<file path="src/verilog/wdt_pkg.sv">
// watchdog timer constants: register map, field layout, reset values, modes
// assumes an 8-bit register port with a 4-bit word address
package wdt_pkg;

    // =========================================================================
    // register map (word addresses)
    localparam logic [3:0] ADDR_CTRL  = 4'h0;  // period select and soft enable
    localparam logic [3:0] ADDR_EVT   = 4'h1;  // sticky event bits, write one to clear
    localparam logic [3:0] ADDR_MASK  = 4'h2;  // event mask, one passes to irq
    localparam logic [3:0] ADDR_FLAGS = 4'h3;  // read-only live state

    // =========================================================================
    // control register layout
    localparam int         CTRL_EN_BIT = 0;      // soft_watchdog_enable
    localparam int         CTRL_PS_LSB = 1;      // watchdog_period_select low bit
    localparam int         CTRL_PS_MSB = 5;      // watchdog_period_select high bit
    localparam logic [4:0] PS_RESET    = 5'h0b;  // 1:65536, nominal two seconds
    localparam logic       EN_RESET    = 1'b0;   // software enable off
    localparam logic [4:0] PS_MAX      = 5'h12;  // last legal code, 1:8388608
    localparam logic [4:0] PS_MIN      = 5'h00;  // 1:32, used for reserved codes

    // =========================================================================
    // event bits, shared by status and mask
    localparam int EVT_W         = 2;
    localparam int EVT_SLEEP_BIT = 0;  // timeout woke the core from sleep
    localparam int EVT_RST_BIT   = 1;  // timeout while awake, reset issued

    // =========================================================================
    // counter sizing and timing
    localparam int LF_OSC_HZ     = 31000;  // low_freq_internal_osc rate
    localparam int PS_BASE_LOG2  = 5;      // code 00000 divides by 32
    localparam int CNT_W         = 24;     // holds 2^23 ticks
    localparam int FLAG_RESET_TO = 1;      // timeout_status_flag after reset
    localparam int FLAG_RESET_PD = 1;      // powerdown_status_flag after reset

    // =========================================================================
    // mode field and sleep tracking states
    typedef enum logic [1:0] {
        MODE_OFF     = 2'b00,
        MODE_SW      = 2'b01,
        MODE_NOSLEEP = 2'b10,
        MODE_ON      = 2'b11
    } wdt_mode_t;

    typedef enum logic [1:0] {
        ST_AWAKE    = 2'b00,
        ST_SLEEP    = 2'b01,
        ST_OST_HOLD = 2'b10
    } wdt_state_t;

endpackage

</file>
<file path="src/verilog/wdt_cnt_if.sv">
// carrier between the watchdog control logic and its prescale counter
// assumes both ends sit on the same system clock
`timescale 1ns/1ns
interface wdt_cnt_if;
    import wdt_pkg::*;
    logic             tick;    // one oscillator edge, one clk wide
    logic             clear;   // hold count at zero
    logic [4:0]       sel;     // period select code
    logic             expire;  // count reached the ratio, one clk wide
    logic [CNT_W-1:0] count;   // live count of oscillator ticks

    modport ctl (output tick, output clear, output sel, input expire, input count);
    modport cnt (input tick, input clear, input sel, output expire, output count);
endinterface

</file>
<file path="src/verilog/wdt_sync.sv">
// two-flop synchroniser for one asynchronous level
// assumes the level toggles far slower than clk
`timescale 1ns/1ns
module wdt_sync (
    input  wire logic clk,
    input  wire logic rst,
    input  wire logic asyncIn,
    output logic      syncOut
);
    logic meta_ff;  // first stage, read only by the second

    // =========================================================================
    // two stages, no logic in between
    always_ff @(posedge clk) begin
        if (rst) begin
            meta_ff <= 1'b0;
            syncOut <= 1'b0;
        end else begin
            meta_ff <= asyncIn;
            syncOut <= meta_ff;
        end
    end
endmodule

</file>
<file path="src/verilog/wdt_prescale.sv">
// prescale counter of oscillator ticks with period decode
// assumes tick is a one-clk pulse per low-frequency oscillator edge
`timescale 1ns/1ns
module wdt_prescale #(
    parameter int BASE_LOG2 = wdt_pkg::PS_BASE_LOG2  // divide by 2^BASE at code 0
) (
    input  wire logic clk,
    input  wire logic rst,
    wdt_cnt_if.cnt    cif
);
    import wdt_pkg::*;

    logic [4:0]       selEff;    // code after reserved fold-back
    logic [4:0]       shiftAmt;  // log2 of the ratio
    logic [CNT_W-1:0] terminal;  // last count value of a period
    logic [CNT_W-1:0] count_ff;  // ticks since last clear
    logic             expire_ff; // registered expiry pulse

    // =========================================================================
    // period decode: ratio doubles per code, reserved codes use 1:32
    always_comb begin
        selEff   = (cif.sel > PS_MAX) ? PS_MIN : cif.sel;
        shiftAmt = 5'(BASE_LOG2) + selEff;
        terminal = (CNT_W'(1) << shiftAmt) - CNT_W'(1);
    end

    // =========================================================================
    // counter; >= guards against a period shortened mid-count
    always_ff @(posedge clk) begin
        if (rst || cif.clear) begin
            count_ff  <= '0;
            expire_ff <= 1'b0;
        end else if (cif.tick) begin
            if (count_ff >= terminal) begin
                count_ff  <= '0;
                expire_ff <= 1'b1;
            end else begin
                count_ff  <= count_ff + CNT_W'(1);
                expire_ff <= 1'b0;
            end
        end else begin
            expire_ff <= 1'b0;
        end
    end

    assign cif.count  = count_ff;
    assign cif.expire = expire_ff;
endmodule

</file>
<file path="src/verilog/wdt_top.sv">
// watchdog timer: mode decode, sleep tracking, clear logic, registers, irq
// assumes sleep, ost and clear inputs come from logic on clk; the
// low-frequency oscillator arrives as a free-running asynchronous level
//
// Strobed register access and the register offsets were decided locally.
`timescale 1ns/1ns
module wdt_top #(
    parameter int BASE_LOG2 = wdt_pkg::PS_BASE_LOG2  // lower only to shorten simulation
) (
    input  wire logic              clk,
    input  wire logic              rst,
    input  wire logic [3:0]        regAddr,
    input  wire logic [7:0]        regWrData,
    input  wire logic              regWr,
    input  wire logic              regRd,
    output logic      [7:0]        regRdData,
    input  wire wdt_pkg::wdt_mode_t watchdogModeConfig,
    input  wire logic              lowFreqInternalOsc,
    input  wire logic              clearWatchdogInstruction,
    input  wire logic              inSleep,
    input  wire logic              oscFailDetected,
    input  wire logic              oscStartupTimerRunning,
    input  wire logic              crystalClockMode,
    input  wire logic              intoscFreqSelectWrite,
    output logic                   wdtSystemReset,
    output logic                   wdtWakeUp,
    output logic                   timeoutStatusFlag,
    output logic                   powerdownStatusFlag,
    output logic                   irq
);
    import wdt_pkg::*;

    // =========================================================================
    // declarations
    wdt_cnt_if              cif ();           // link to the prescale counter
    logic                   lfSync;           // oscillator level on clk
    logic                   lfPrev_ff;        // previous synced level
    logic                   lfTick;           // one clk per rising osc edge
    logic [4:0]             periodSel_ff;     // watchdog_period_select
    logic                   softEnable_ff;    // soft_watchdog_enable
    wdt_state_t             state_ff;         // sleep tracking
    wdt_state_t             nxt_state;
    logic                   sleepPrev_ff;     // inSleep one clk ago
    logic                   sleepEntry;       // rising inSleep
    logic                   sleepExit;        // falling inSleep
    logic                   inSleepState;     // state is sleep
    logic                   active;           // watchdog allowed to count
    logic                   ostHold;          // crystal wake still waiting
    logic                   timeoutFlag_ff;   // timeout_status_flag
    logic                   powerdownFlag_ff; // powerdown_status_flag
    logic                   wakeUp_ff;        // registered wake pulse
    logic                   sysReset_ff;      // registered reset pulse
    logic [EVT_W-1:0]       evtStatus_ff;     // sticky events
    logic [EVT_W-1:0]       evtMask_ff;       // event mask
    logic [EVT_W-1:0]       evtSet;           // events raised this clk
    logic [7:0]             rdData_ff;        // read data, one clk after strobe
    logic [7:0]             ctrlView;         // control register as read

    // =========================================================================
    // oscillator time base: the counter only counts oscillator edges, so the
    // timeout keeps its length whatever the cpu clock does
    wdt_sync u_lf_sync (
        .clk     (clk),
        .rst     (rst),
        .asyncIn (lowFreqInternalOsc),
        .syncOut (lfSync)
    );

    // edge detect reads the second stage only
    always_ff @(posedge clk) begin
        if (rst) begin
            lfPrev_ff <= 1'b0;
        end else begin
            lfPrev_ff <= lfSync;
        end
    end

    assign lfTick = lfSync & ~lfPrev_ff;

    // =========================================================================
    // sleep tracking state machine
    always_ff @(posedge clk) begin
        if (rst) begin
            sleepPrev_ff <= 1'b0;
        end else begin
            sleepPrev_ff <= inSleep;
        end
    end

    assign sleepEntry = inSleep & ~sleepPrev_ff;
    assign sleepExit  = ~inSleep & sleepPrev_ff;

    // next state
    always_comb begin
        nxt_state = state_ff;
        case (state_ff)
            ST_AWAKE: begin
                if (sleepEntry) begin
                    nxt_state = ST_SLEEP;
                end
            end
            ST_SLEEP: begin
                // crystal sources must wait for the start-up timer
                if (sleepExit) begin
                    nxt_state = crystalClockMode ? ST_OST_HOLD : ST_AWAKE;
                end
            end
            ST_OST_HOLD: begin
                if (inSleep) begin
                    nxt_state = ST_SLEEP;
                end else if (!oscStartupTimerRunning) begin
                    nxt_state = ST_AWAKE;
                end
            end
            default: begin
                nxt_state = ST_AWAKE;
            end
        endcase
    end

    always_ff @(posedge clk) begin
        if (rst) begin
            state_ff <= ST_AWAKE;
        end else begin
            state_ff <= nxt_state;
        end
    end

    assign inSleepState = (state_ff == ST_SLEEP);
    assign ostHold      = (state_ff == ST_OST_HOLD);

    // =========================================================================
    // mode decode; software enable only matters in mode 01
    // the mode field is a static configuration level, so no sync is needed;
    // an inactive watchdog clears its count instead of freezing it, which
    // means a disable and re-enable always starts a full fresh period
    always_comb begin
        case (watchdogModeConfig)
            MODE_ON:      active = 1'b1;
            MODE_NOSLEEP: active = ~inSleepState;
            MODE_SW:      active = softEnable_ff;
            MODE_OFF:     active = 1'b0;
            default:      active = 1'b0;
        endcase
    end

    // =========================================================================
    // counter hookup; the divider-select write is not a clear term, so a
    // cpu clock change does not disturb a running period
    assign cif.tick  = lfTick;
    assign cif.sel   = periodSel_ff;
    assign cif.clear = clearWatchdogInstruction | sleepEntry | sleepExit
                     | oscFailDetected | ~active | oscStartupTimerRunning
                     | ostHold;
    // intoscFreqSelectWrite deliberately absent from the clear terms

    wdt_prescale #(
        .BASE_LOG2 (BASE_LOG2)
    ) u_prescale (
        .clk (clk),
        .rst (rst),
        .cif (cif)
    );

    // =========================================================================
    // timeout outcome: reset while awake, wake-up while asleep
    always_ff @(posedge clk) begin
        if (rst) begin
            sysReset_ff <= 1'b0;
            wakeUp_ff   <= 1'b0;
        end else begin
            sysReset_ff <= cif.expire & ~inSleepState;
            wakeUp_ff   <= cif.expire & inSleepState;
        end
    end

    assign wdtSystemReset = sysReset_ff;
    assign wdtWakeUp      = wakeUp_ff;

    // =========================================================================
    // status flags; a timeout in the same clk as a clear still records
    always_ff @(posedge clk) begin
        if (rst) begin
            timeoutFlag_ff   <= 1'(FLAG_RESET_TO);
            powerdownFlag_ff <= 1'(FLAG_RESET_PD);
        end else if (cif.expire) begin
            timeoutFlag_ff   <= 1'b0;
        end else if (sleepEntry) begin
            timeoutFlag_ff   <= 1'b1;
            powerdownFlag_ff <= 1'b0;
        end else if (clearWatchdogInstruction) begin
            timeoutFlag_ff   <= 1'b1;
            powerdownFlag_ff <= 1'b1;
        end
    end

    assign timeoutStatusFlag   = timeoutFlag_ff;
    assign powerdownStatusFlag = powerdownFlag_ff;

    // =========================================================================
    // control register
    always_ff @(posedge clk) begin
        if (rst) begin
            periodSel_ff  <= PS_RESET;
            softEnable_ff <= EN_RESET;
        end else if (regWr && regAddr == ADDR_CTRL) begin
            periodSel_ff  <= regWrData[CTRL_PS_MSB:CTRL_PS_LSB];
            softEnable_ff <= regWrData[CTRL_EN_BIT];
        end
    end

    // =========================================================================
    // interrupt events; set wins over a write-one clear
    assign evtSet[EVT_SLEEP_BIT] = wakeUp_ff;
    assign evtSet[EVT_RST_BIT]   = sysReset_ff;

    always_ff @(posedge clk) begin
        if (rst) begin
            evtStatus_ff <= '0;
        end else if (regWr && regAddr == ADDR_EVT) begin
            evtStatus_ff <= (evtStatus_ff & ~regWrData[EVT_W-1:0]) | evtSet;
        end else begin
            evtStatus_ff <= evtStatus_ff | evtSet;
        end
    end

    always_ff @(posedge clk) begin
        if (rst) begin
            evtMask_ff <= '0;
        end else if (regWr && regAddr == ADDR_MASK) begin
            evtMask_ff <= regWrData[EVT_W-1:0];
        end
    end

    assign irq = |(evtStatus_ff & evtMask_ff);

    // =========================================================================
    // read path; data stand only in the clk after the strobe
    always_comb begin
        ctrlView                          = 8'h00;  // bits 7-6 read zero
        ctrlView[CTRL_PS_MSB:CTRL_PS_LSB] = periodSel_ff;
        ctrlView[CTRL_EN_BIT]             = softEnable_ff;
    end

    always_ff @(posedge clk) begin
        if (rst || !regRd) begin
            rdData_ff <= 8'h00;
        end else begin
            case (regAddr)
                ADDR_CTRL:  rdData_ff <= ctrlView;
                ADDR_EVT:   rdData_ff <= {6'h00, evtStatus_ff};
                ADDR_MASK:  rdData_ff <= {6'h00, evtMask_ff};
                ADDR_FLAGS: rdData_ff <= {3'h0, state_ff, active,
                                          powerdownFlag_ff, timeoutFlag_ff};
                default:    rdData_ff <= 8'h00;  // unmapped reads zero
            endcase
        end
    end

    assign regRdData = rdData_ff;
endmodule

</file>
<file path="config.mk">
export PLATFORM = sky130hd
export DESIGN_NAME = wdt_top
export DESIGN_NICKNAME = d
export VERILOG_FILES = /design/src/verilog/wdt_pkg.sv /design/src/verilog/wdt_cnt_if.sv /design/src/verilog/wdt_sync.sv /design/src/verilog/wdt_prescale.sv /design/src/verilog/wdt_top.sv
export SDC_FILE = /design/constraint.sdc
export NUM_CORES = 1
export LEC_CHECK = 0
export ABC_AREA = 1
export ABC_CLOCK_PERIOD_IN_PS = 8200
export CORE_MARGIN = 8
export CORE_UTILIZATION = 40
export CTS_BUF_LIST = sky130_fd_sc_hd__clkbuf_2
export DETAILED_ROUTE_END_ITERATION = 16
export DONT_BUFFER_PORTS = 1
export HOLD_SLACK_MARGIN = 0.12
export PLACE_DENSITY = 0.55
export RECOVER_POWER = 50
export SETUP_SLACK_MARGIN = 0.2
export SLEW_MARGIN = 20
export SYNTH_ARGS = -nofsm -noshare
export SYNTH_HDL_FRONTEND = slang
export SYNTH_SLANG_ARGS = --single-unit
export TNS_END_PERCENT = 1
</file>
<file path="constraint.sdc">
create_clock -name clk -period 8.2 [get_ports clk]
set_clock_uncertainty 0.1 [all_clocks]
set_input_delay 0.41 -clock clk [delete_from_list [all_inputs] [get_ports clk]]
set_output_delay 0.41 -clock clk [all_outputs]
set_load 0.02 [all_outputs]
</file>
==> load_flow_metrics.sql, run 1 <==
INSERT INTO impl_metrics (metric_group, metric, value, unit) VALUES
('global_route', 'global_route.overflow_total', '0', ''),
('place', 'place.detailed.hpwl', '6.035', 'mm'),
('synth', 'synth.avg_cell_area', '6.879', 'um2'),
('global_route', 'first_pass_grt_wire_length', '13.34', 'mm'),
('global_route', 'grt_max_degree', '24', ''),
('global_route', 'gr-usage-met2', '24.82', '%'),
('power', 'p_per_cell_area', '120.4', 'nW/um2'),
('worst_setup_path', 'worstPathMaxFanout', '23', ''),
('clock_network', 'cts-hold-fix-buffers', '20', ''),
('clock_network', 'cts-buffers-inserted', '5', ''),
('sta', 'fin_crit', '3.525', 'ns'),
('global_route', 'antenna_found_initial', '0', ''),
('clock_network', 'ctsResizeCount', '0', ''),
('min_path', 'worstHoldPathType', 'input pin to register', ''),
('status', 'run_status', 'complete, no violations', ''),
('worst_setup_path', 'critPathLaunchType', 'register', ''),
('global_route', 'grt.busiest_layer', 'met2', ''),
('final_layout', 'diodes', '0', ''),
('floorplanning', 'die_w', '107.6', 'um'),
('global_route', 'grt_pass1_vias', '3050', ''),
('final_layout', 'final-instance-count-excl-fill', '620', ''),
('global_route', 'grt_use_met3', '3.413', '%'),
('synth', 'netlist-cell-type-count', '36', ''),
('synth', 'synth_edf_count', '0', ''),
('place', 'pre_cts_ws', '4.654', 'ns'),
('synth', 'synth-seq-cells', '51', ''),
('route', 'route.antenna.remaining_nets', '0', ''),
('place', 'placement.cell_area', '3462', 'um2'),
('worst_setup_path', 'worstPathArrival', '3.75', 'ns'),
('sta', 'max_slew.worst_pin.slew', '0.8634', 'ns'),
('sta', 'finalCritPeriodShare', '42.99', '%'),
('synth', 'synth-seq-area-share', '30.41', '%'),
('synth', 'netlist_top_cells_area', 'dfxtp_1 30%, nand2_1 11%, ha_1 9.7%', ''),
('final_layout', 'final_core_occ', '45.68', '%'),
('power', 'leakagePower', '1.653', 'nW'),
('sta', 'timing.final.max_slew_violations', '0', ''),
('synth', 'post_synth_xor_area_fraction', '6.262', '%'),
('sta', 'setup-tns-final', '0', 'ns'),
('final_layout', 'finish.net_count', '565', ''),
('global_route', 'use_met1', '16.25', '%'),
('final_layout', 'final_cell_area', '3735', 'um2'),
('synth', 'yosysTopAreaCellShare', '30.41', '%'),
('synth', 'synth_cells', '488', ''),
('synth', 'dominantRegCellSynth', 'dfxtp_1', ''),
('floorplanning', 'dieHeight', '107.6', 'um'),
('sta', 'final.setup.worst_slack', '4.675', 'ns'),
('route', 'vias_per_cell', '4.808', ''),
('worst_setup_path', 'worstSetupPathType', 'register to register', ''),
('synth', 'synth_most_common_cell', 'nand2_1', ''),
('floorplanning', 'design.die.area', '11580', 'um2'),
('synth', 'ys.warnings.count', '0', ''),
('place', 'routabilityCongestion', '0.8681', ''),
('route', 'routed_wire_length_per_instance', '12.27', 'um'),
('synth', 'post_synthesis_cell_area', '3357', 'um2'),
('sta', 'timing.max_slew.rel_slack', '42.30', '%'),
('final_layout', 'drive_above_1_share', '7.767', '%'),
('floorplanning', 'io-pin-count', '38', ''),
('clock_network', 'path_clk_slew', '0.32', 'ns'),
('synth', 'synth_async_sr_flop_share', '0', '%'),
('place', 'port_buffers', '0', ''),
('clock_network', 'htreeDepth', '2', ''),
('floorplanning', 'floorplan.core_area', '8175', 'um2'),
('sta', 'achievable-frequency', '0.2837', 'GHz'),
('clock_network', 'cts_root_buf', 'clkbuf_2', ''),
('route', 'dr.first_iter.drc_count', '97', ''),
('sta', 'setup_repair_after_global_routing_missed_its_margin', 'no', ''),
('synth', 'synth_compound_area_share', '10.92', '%'),
('clock_network', 'tritoncts', 'built', ''),
('sta', 'setup_viol_count_final', '0', ''),
('power', 'p_total', '449.7', 'uW'),
('synth', 'largest_family_of_logic_cells_by_synthesized_area', 'simple AND/OR/NAND/NOR gates', '');
-- placed cells by master (no fill, tap or decap), types with 4 or more instances in the layout --
master and instances:
nand3_1 14, xor2_1 21, dlygate4sd3_1 20, nand2_2 6, clkbuf_2 5, nor2_1 75, nor2_4 8, inv_2 7
o22ai_1 4, ha_1 26, dfxtp_1 51, nand3_2 5, o21ai_0 14, conb_1 7, a21oi_1 28, inv_1 73
nand4_1 10, nand2_1 102, o21bai_1 4, nor3_1 8
-- power by group --
group          switching, mW  leakage [nW]  internal, mW
clock                 0.0897        0.0436        0.0534
sequential           0.00406         0.413         0.252
combinational         0.0310          1.20        0.0194
total                  0.125          1.65         0.325
-- per-layer routing --
| metal | vias to the layer above | wire [um] | part of all wire (%) |
|---|---|---|---|
| met3 | 7 | 366 | 4.8 |
| met4 | 0 | 64 | 0.84 |
| met5 | - | 0 | 0 |
| met2 | 54 | 3641 | 48 |
| li1 | 1590 | - | - |
| met1 | 1330 | 3536 | 46 |
-- kinds of logic (layout without fill, tap and decap cells) --
| kind of cell | Yosys count | after routing |
|---|---|---|
| buffers and inverters | 86 | 108 |
| AND/OR/NAND/NOR | 236 | 236 |
| flip-flops | 51 | 51 |
| XOR/XNOR | 24 | 24 |
| other | 2 | 7 |
| AO/OA/AOI/OAI | 63 | 63 |
| adder cells (fa/ha/maj) | 26 | 26 |
-- flip-flops by register name (all words and copies together), names as in the netlist, 2 cells and up --
register              cells
evtStatus_ff              2
u_prescale.cif.count     24
cif.sel                   5
evtMask_ff                2
regRdData                 6
state_ff                  2
-- critical path, cell delays in order, from the launching register on --
cell	delay (ns)
dfxtp_1	0.48
o31ai_1	0.63
nand2_1	0.14
nand2_1	0.12
nor2_1	0.05
nand2_1	0.05
nand2_1	0.06
ha_1	0.27
nand2_1	0.06
nor2_1	0.15
nand4_1	0.17
inv_1	0.13
nand2_1	0.07
nand4_1	0.09
nand2_1	0.07
nand2_1	0.64
nor2_1	0.09
-- worst paths after layout --
| path | to | slack, ns | startpoint | depth (start not counted) |
|---|---|---|---|---|
| worst max-delay path | u_prescale.cif.count[13]$_SDFFE_PP0P_ | 4.67 | cif.sel[2]$_SDFFE_PP0P_ | 16 |
| worst min-delay path | evtStatus_ff[0]$_SDFF_PP0_ | 0.16 | regWr | 3 |
| worst max register to register | u_prescale.cif.count[13]$_SDFFE_PP0P_ | 4.67 | cif.sel[2]$_SDFFE_PP0P_ | 16 |
| worst min register to register | u_lf_sync.syncOut$_SDFF_PP0_ | 0.32 | u_lf_sync.meta_ff$_SDFF_PP0_ | 2 |
-- area by class of cell --
cell class / instances / area [um2]
well taps: 105 / 131.4
multi-input cells: 356 / 2009
clock inverters: 3 / 47.55
inverters: 80 / 300.3
flip-flops and latches: 51 / 1021
repair buffers: 20 / 200.2
clock buffers: 5 / 25.02
fillers: 830 / 4441
Note: power is estimated with default switching activity, not from simulation.
==> run 2, diff against run 1 <==
Settings changed: ABC_CLOCK_PERIOD_IN_PS 8200 to 2890, PLACE_DENSITY 0.55 to 0.57.
Clock period 8.2 ns to 2.89 ns, I/O delays scaled along.
==> load_flow_metrics.sql, run 2 (synthesis gave the netlist of run 1 again) <==
INSERT INTO impl_metrics (metric_group, metric, value, unit) VALUES
('place', 'routabilityCongestion', '0.8734', ''),
('route', 'routed_wire_length_per_instance', '12.50', 'um'),
('final_layout', 'diodes', '0', ''),
('sta', 'timing.max_slew.rel_slack', '63.85', '%'),
('global_route', 'global_route.overflow_total', '0', ''),
('final_layout', 'layout_common_cells', '94 x nand2_1, 72 x inv_1, 68 x nor2_1', ''),
('power', 'leakagePower', '1.894', 'nW'),
('worst_setup_path', 'critPathLaunchType', 'register', ''),
('worst_setup_path', 'worst_setup_end_kind', 'register', ''),
('final_layout', 'num-fill-cells', '815', ''),
('clock_network', 'insertion_delay', '0.47', 'ns'),
('route', 'vias_per_cell', '4.835', ''),
('route', 'drt_first_pass_iters', '4', ''),
('clock_network', 'cts-buffers-inserted', '5', ''),
('power', 'vdd_ir_drop_max', '215.8', 'uV'),
('floorplanning', 'io-pin-count', '38', ''),
('global_route', 'antenna_found_initial', '0', ''),
('min_path', 'worstHoldPathType', 'input pin to register', ''),
('final_layout', 'most_frequent_standard_cell_in_the_layout_excluding_fill_and_tap_cells', 'nand2_1', ''),
('worst_setup_path', 'worstSetupPathType', 'register to register', ''),
('status', 'run_status', 'complete, but fails checks', ''),
('final_layout', 'flow.area_growth_from_synthesis', '27.02', '%'),
('global_route', 'global_route.usage.total', '14.91', '%'),
('floorplanning', 'die_w', '107.6', 'um'),
('clock_network', 'path_clk_slew', '0.32', 'ns'),
('worst_setup_path', 'worstPathMaxFanout', '7', ''),
('power', 'p_total', '1.238', 'mW'),
('floorplanning', 'rows', '33', ''),
('route', 'dr.first_iter.drc_count', '94', ''),
('floorplanning', 'floorplan.initialDensity', '41.06', '%'),
('final_layout', 'largest_reg_flops', '24', ''),
('place', 'place.detailed.hpwl', '6.267', 'mm'),
('floorplanning', 'floorplan.core_area', '8175', 'um2'),
('clock_network', 'cts_num_sinks', '51', ''),
('final_layout', 'drive_above_1_share', '17.67', '%'),
('clock_network', 'cts_root_buf', 'clkbuf_2', ''),
('global_route', 'grt_pass1_vias', '3175', ''),
('global_route', 'grt_max_degree', '19', ''),
('final_layout', 'multiInputGateArea', '2095', 'um2'),
('final_layout', 'finish.net_count', '616', ''),
('sta', 'final.setup.worst_slack', '-0.06370', 'ns'),
('place', 'pre_cts_ws', '-0.09806', 'ns'),
('clock_network', 'htreeDepth', '2', ''),
('sta', 'finalCritPeriodShare', '102.2', '%'),
('route', 'route.antenna.remaining_nets', '0', ''),
('sta', 'fin_crit', '2.954', 'ns'),
('route', 'wl', '8.385', 'mm'),
('global_route', 'first_pass_grt_wire_length', '14.18', 'mm'),
('clock_network', 'tritoncts', 'built', ''),
('power', 'p_per_cell_area', '290.4', 'nW/um2'),
('sta', 'achievable-frequency', '0.3386', 'GHz'),
('floorplanning', 'design.die.area', '11580', 'um2'),
('sta', 'setup_repair_after_global_routing_missed_its_margin', 'yes', ''),
('final_layout', 'area_taken_by_flip_flops_and_latches', '1037', 'um2'),
('sta', 'setup_viol_count_final', '23', ''),
('place', 'placement.cell_area', '3642', 'um2'),
('floorplanning', 'dieHeight', '107.6', 'um'),
('status', 'violations_in_the_final_reports', 'negative setup slack', ''),
('route', 'route.detailed.drc', '0', ''),
('route', 'via_count', '3244', ''),
('worst_setup_path', 'cp.required', '3.16', 'ns'),
('sta', 'timing.final.max_slew_violations', '0', ''),
('worst_setup_path', 'worstPathArrival', '3.22', 'ns'),
('sta', 'max_slew.worst_pin.slew', '0.5377', 'ns'),
('sta', 'final-hold-violation-count', '0', ''),
('final_layout', 'final_cell_area', '4264', 'um2'),
('place', 'port_buffers', '0', ''),
('job', 'max_cap_violations', '0', ''),
('clock_network', 'clock_path_buffers', '2', '');
[run 2: per-layer routing]
metal / track usage, % / vias to the layer above / wire length, um
met5: 0 / - / 0
met4: 3.370 / 0 / 73
met3: 3.054 / 9 / 387
met2: 26.71 / 63 / 4174
met1: 17.70 / 1470 / 3750
li1: - / 1702 / -
[run 2: metrics by stage]
stage / instances / setup TNS (ns) / hold WS, ns / util (%)
finish: 671 / -1.172 / 0.1716 / 52.16
global route: 671 / -5.345 / 0.1489 / 52.16
CTS: 670 / -0.04325 / 0.1603 / 51.16
detailed placement: 616 / -1.555 / 0.1178 / 44.55
global placement: 616 / -0.6387 / 0.1170 / 44.55
floorplan: 493 / 0 / 0.1360 / -
[run 2: area by class of cell]
class | count | area share [%]
Multi-Input combinational cell | 356 | 49.12
Inverter | 80 | 7.101
Timing Repair Buffer | 71 | 15.14
Clock inverter | 3 | 0.6455
Tap cell | 105 | 3.081
Clock buffer | 5 | 0.5869
Sequential cell | 51 | 24.33
[run 2: critical path, stage by stage (launching register included)]
cell     delay, ns
dfxtp_4       0.44
nor2_4        0.13
nand2_2       0.08
nand2_2       0.09
inv_2         0.05
nand2_4       0.11
nor2_4        0.06
buf_6         0.12
nor2_4        0.09
nand3_2       0.08
nor3_2        0.18
nand2_1       0.14
ha_4          0.30
nand2_4       0.05
nor2_4        0.09
nand2_2       0.08
nor2_2        0.10
nand2_1       0.08
nand4_1       0.08
nand2_2       0.08
nand2_4       0.12
buf_8         0.14
nor2_1        0.05
[run 2: power breakdown]
part	leakage [nW]	switching [mW]	internal, mW	total (mW)
Clock	0.0315	0.258	0.0694	0.328
Combinational	1.45	0.102	0.0850	0.187
Sequential	0.414	0.0109	0.712	0.723
Total	1.89	0.372	0.867	1.24
[run 2: timing repair]
| action | 4_1_cts | 5_1_grt |
|---|---|---|
| gates resized for setup | 22 | 20 |
| hold buffers | 36 | 0 |
| cloned | 2 | 0 |
| pin swaps | 18 | 22 |
| setup endpoints to repair | 25 | 25 |
| hold endpoints to repair | 28 | 0 |
| setup buffers | 8 | 1 |
[run 2: worst paths after layout]
check                           slack, ns                    startpoint                                    end  cells past startpoint
worst min register to register       0.32  u_lf_sync.meta_ff$_SDFF_PP0_           u_lf_sync.syncOut$_SDFF_PP0_                      2
worst min-delay path                 0.17               oscFailDetected   u_prescale.cif.count[3]$_SDFFE_PP0P_                      8
worst max register to register      -0.06       cif.sel[2]$_SDFFE_PP0P_  u_prescale.cif.count[11]$_SDFFE_PP0P_                     22
worst max-delay path                -0.06       cif.sel[2]$_SDFFE_PP0P_  u_prescale.cif.count[11]$_SDFFE_PP0P_                     22
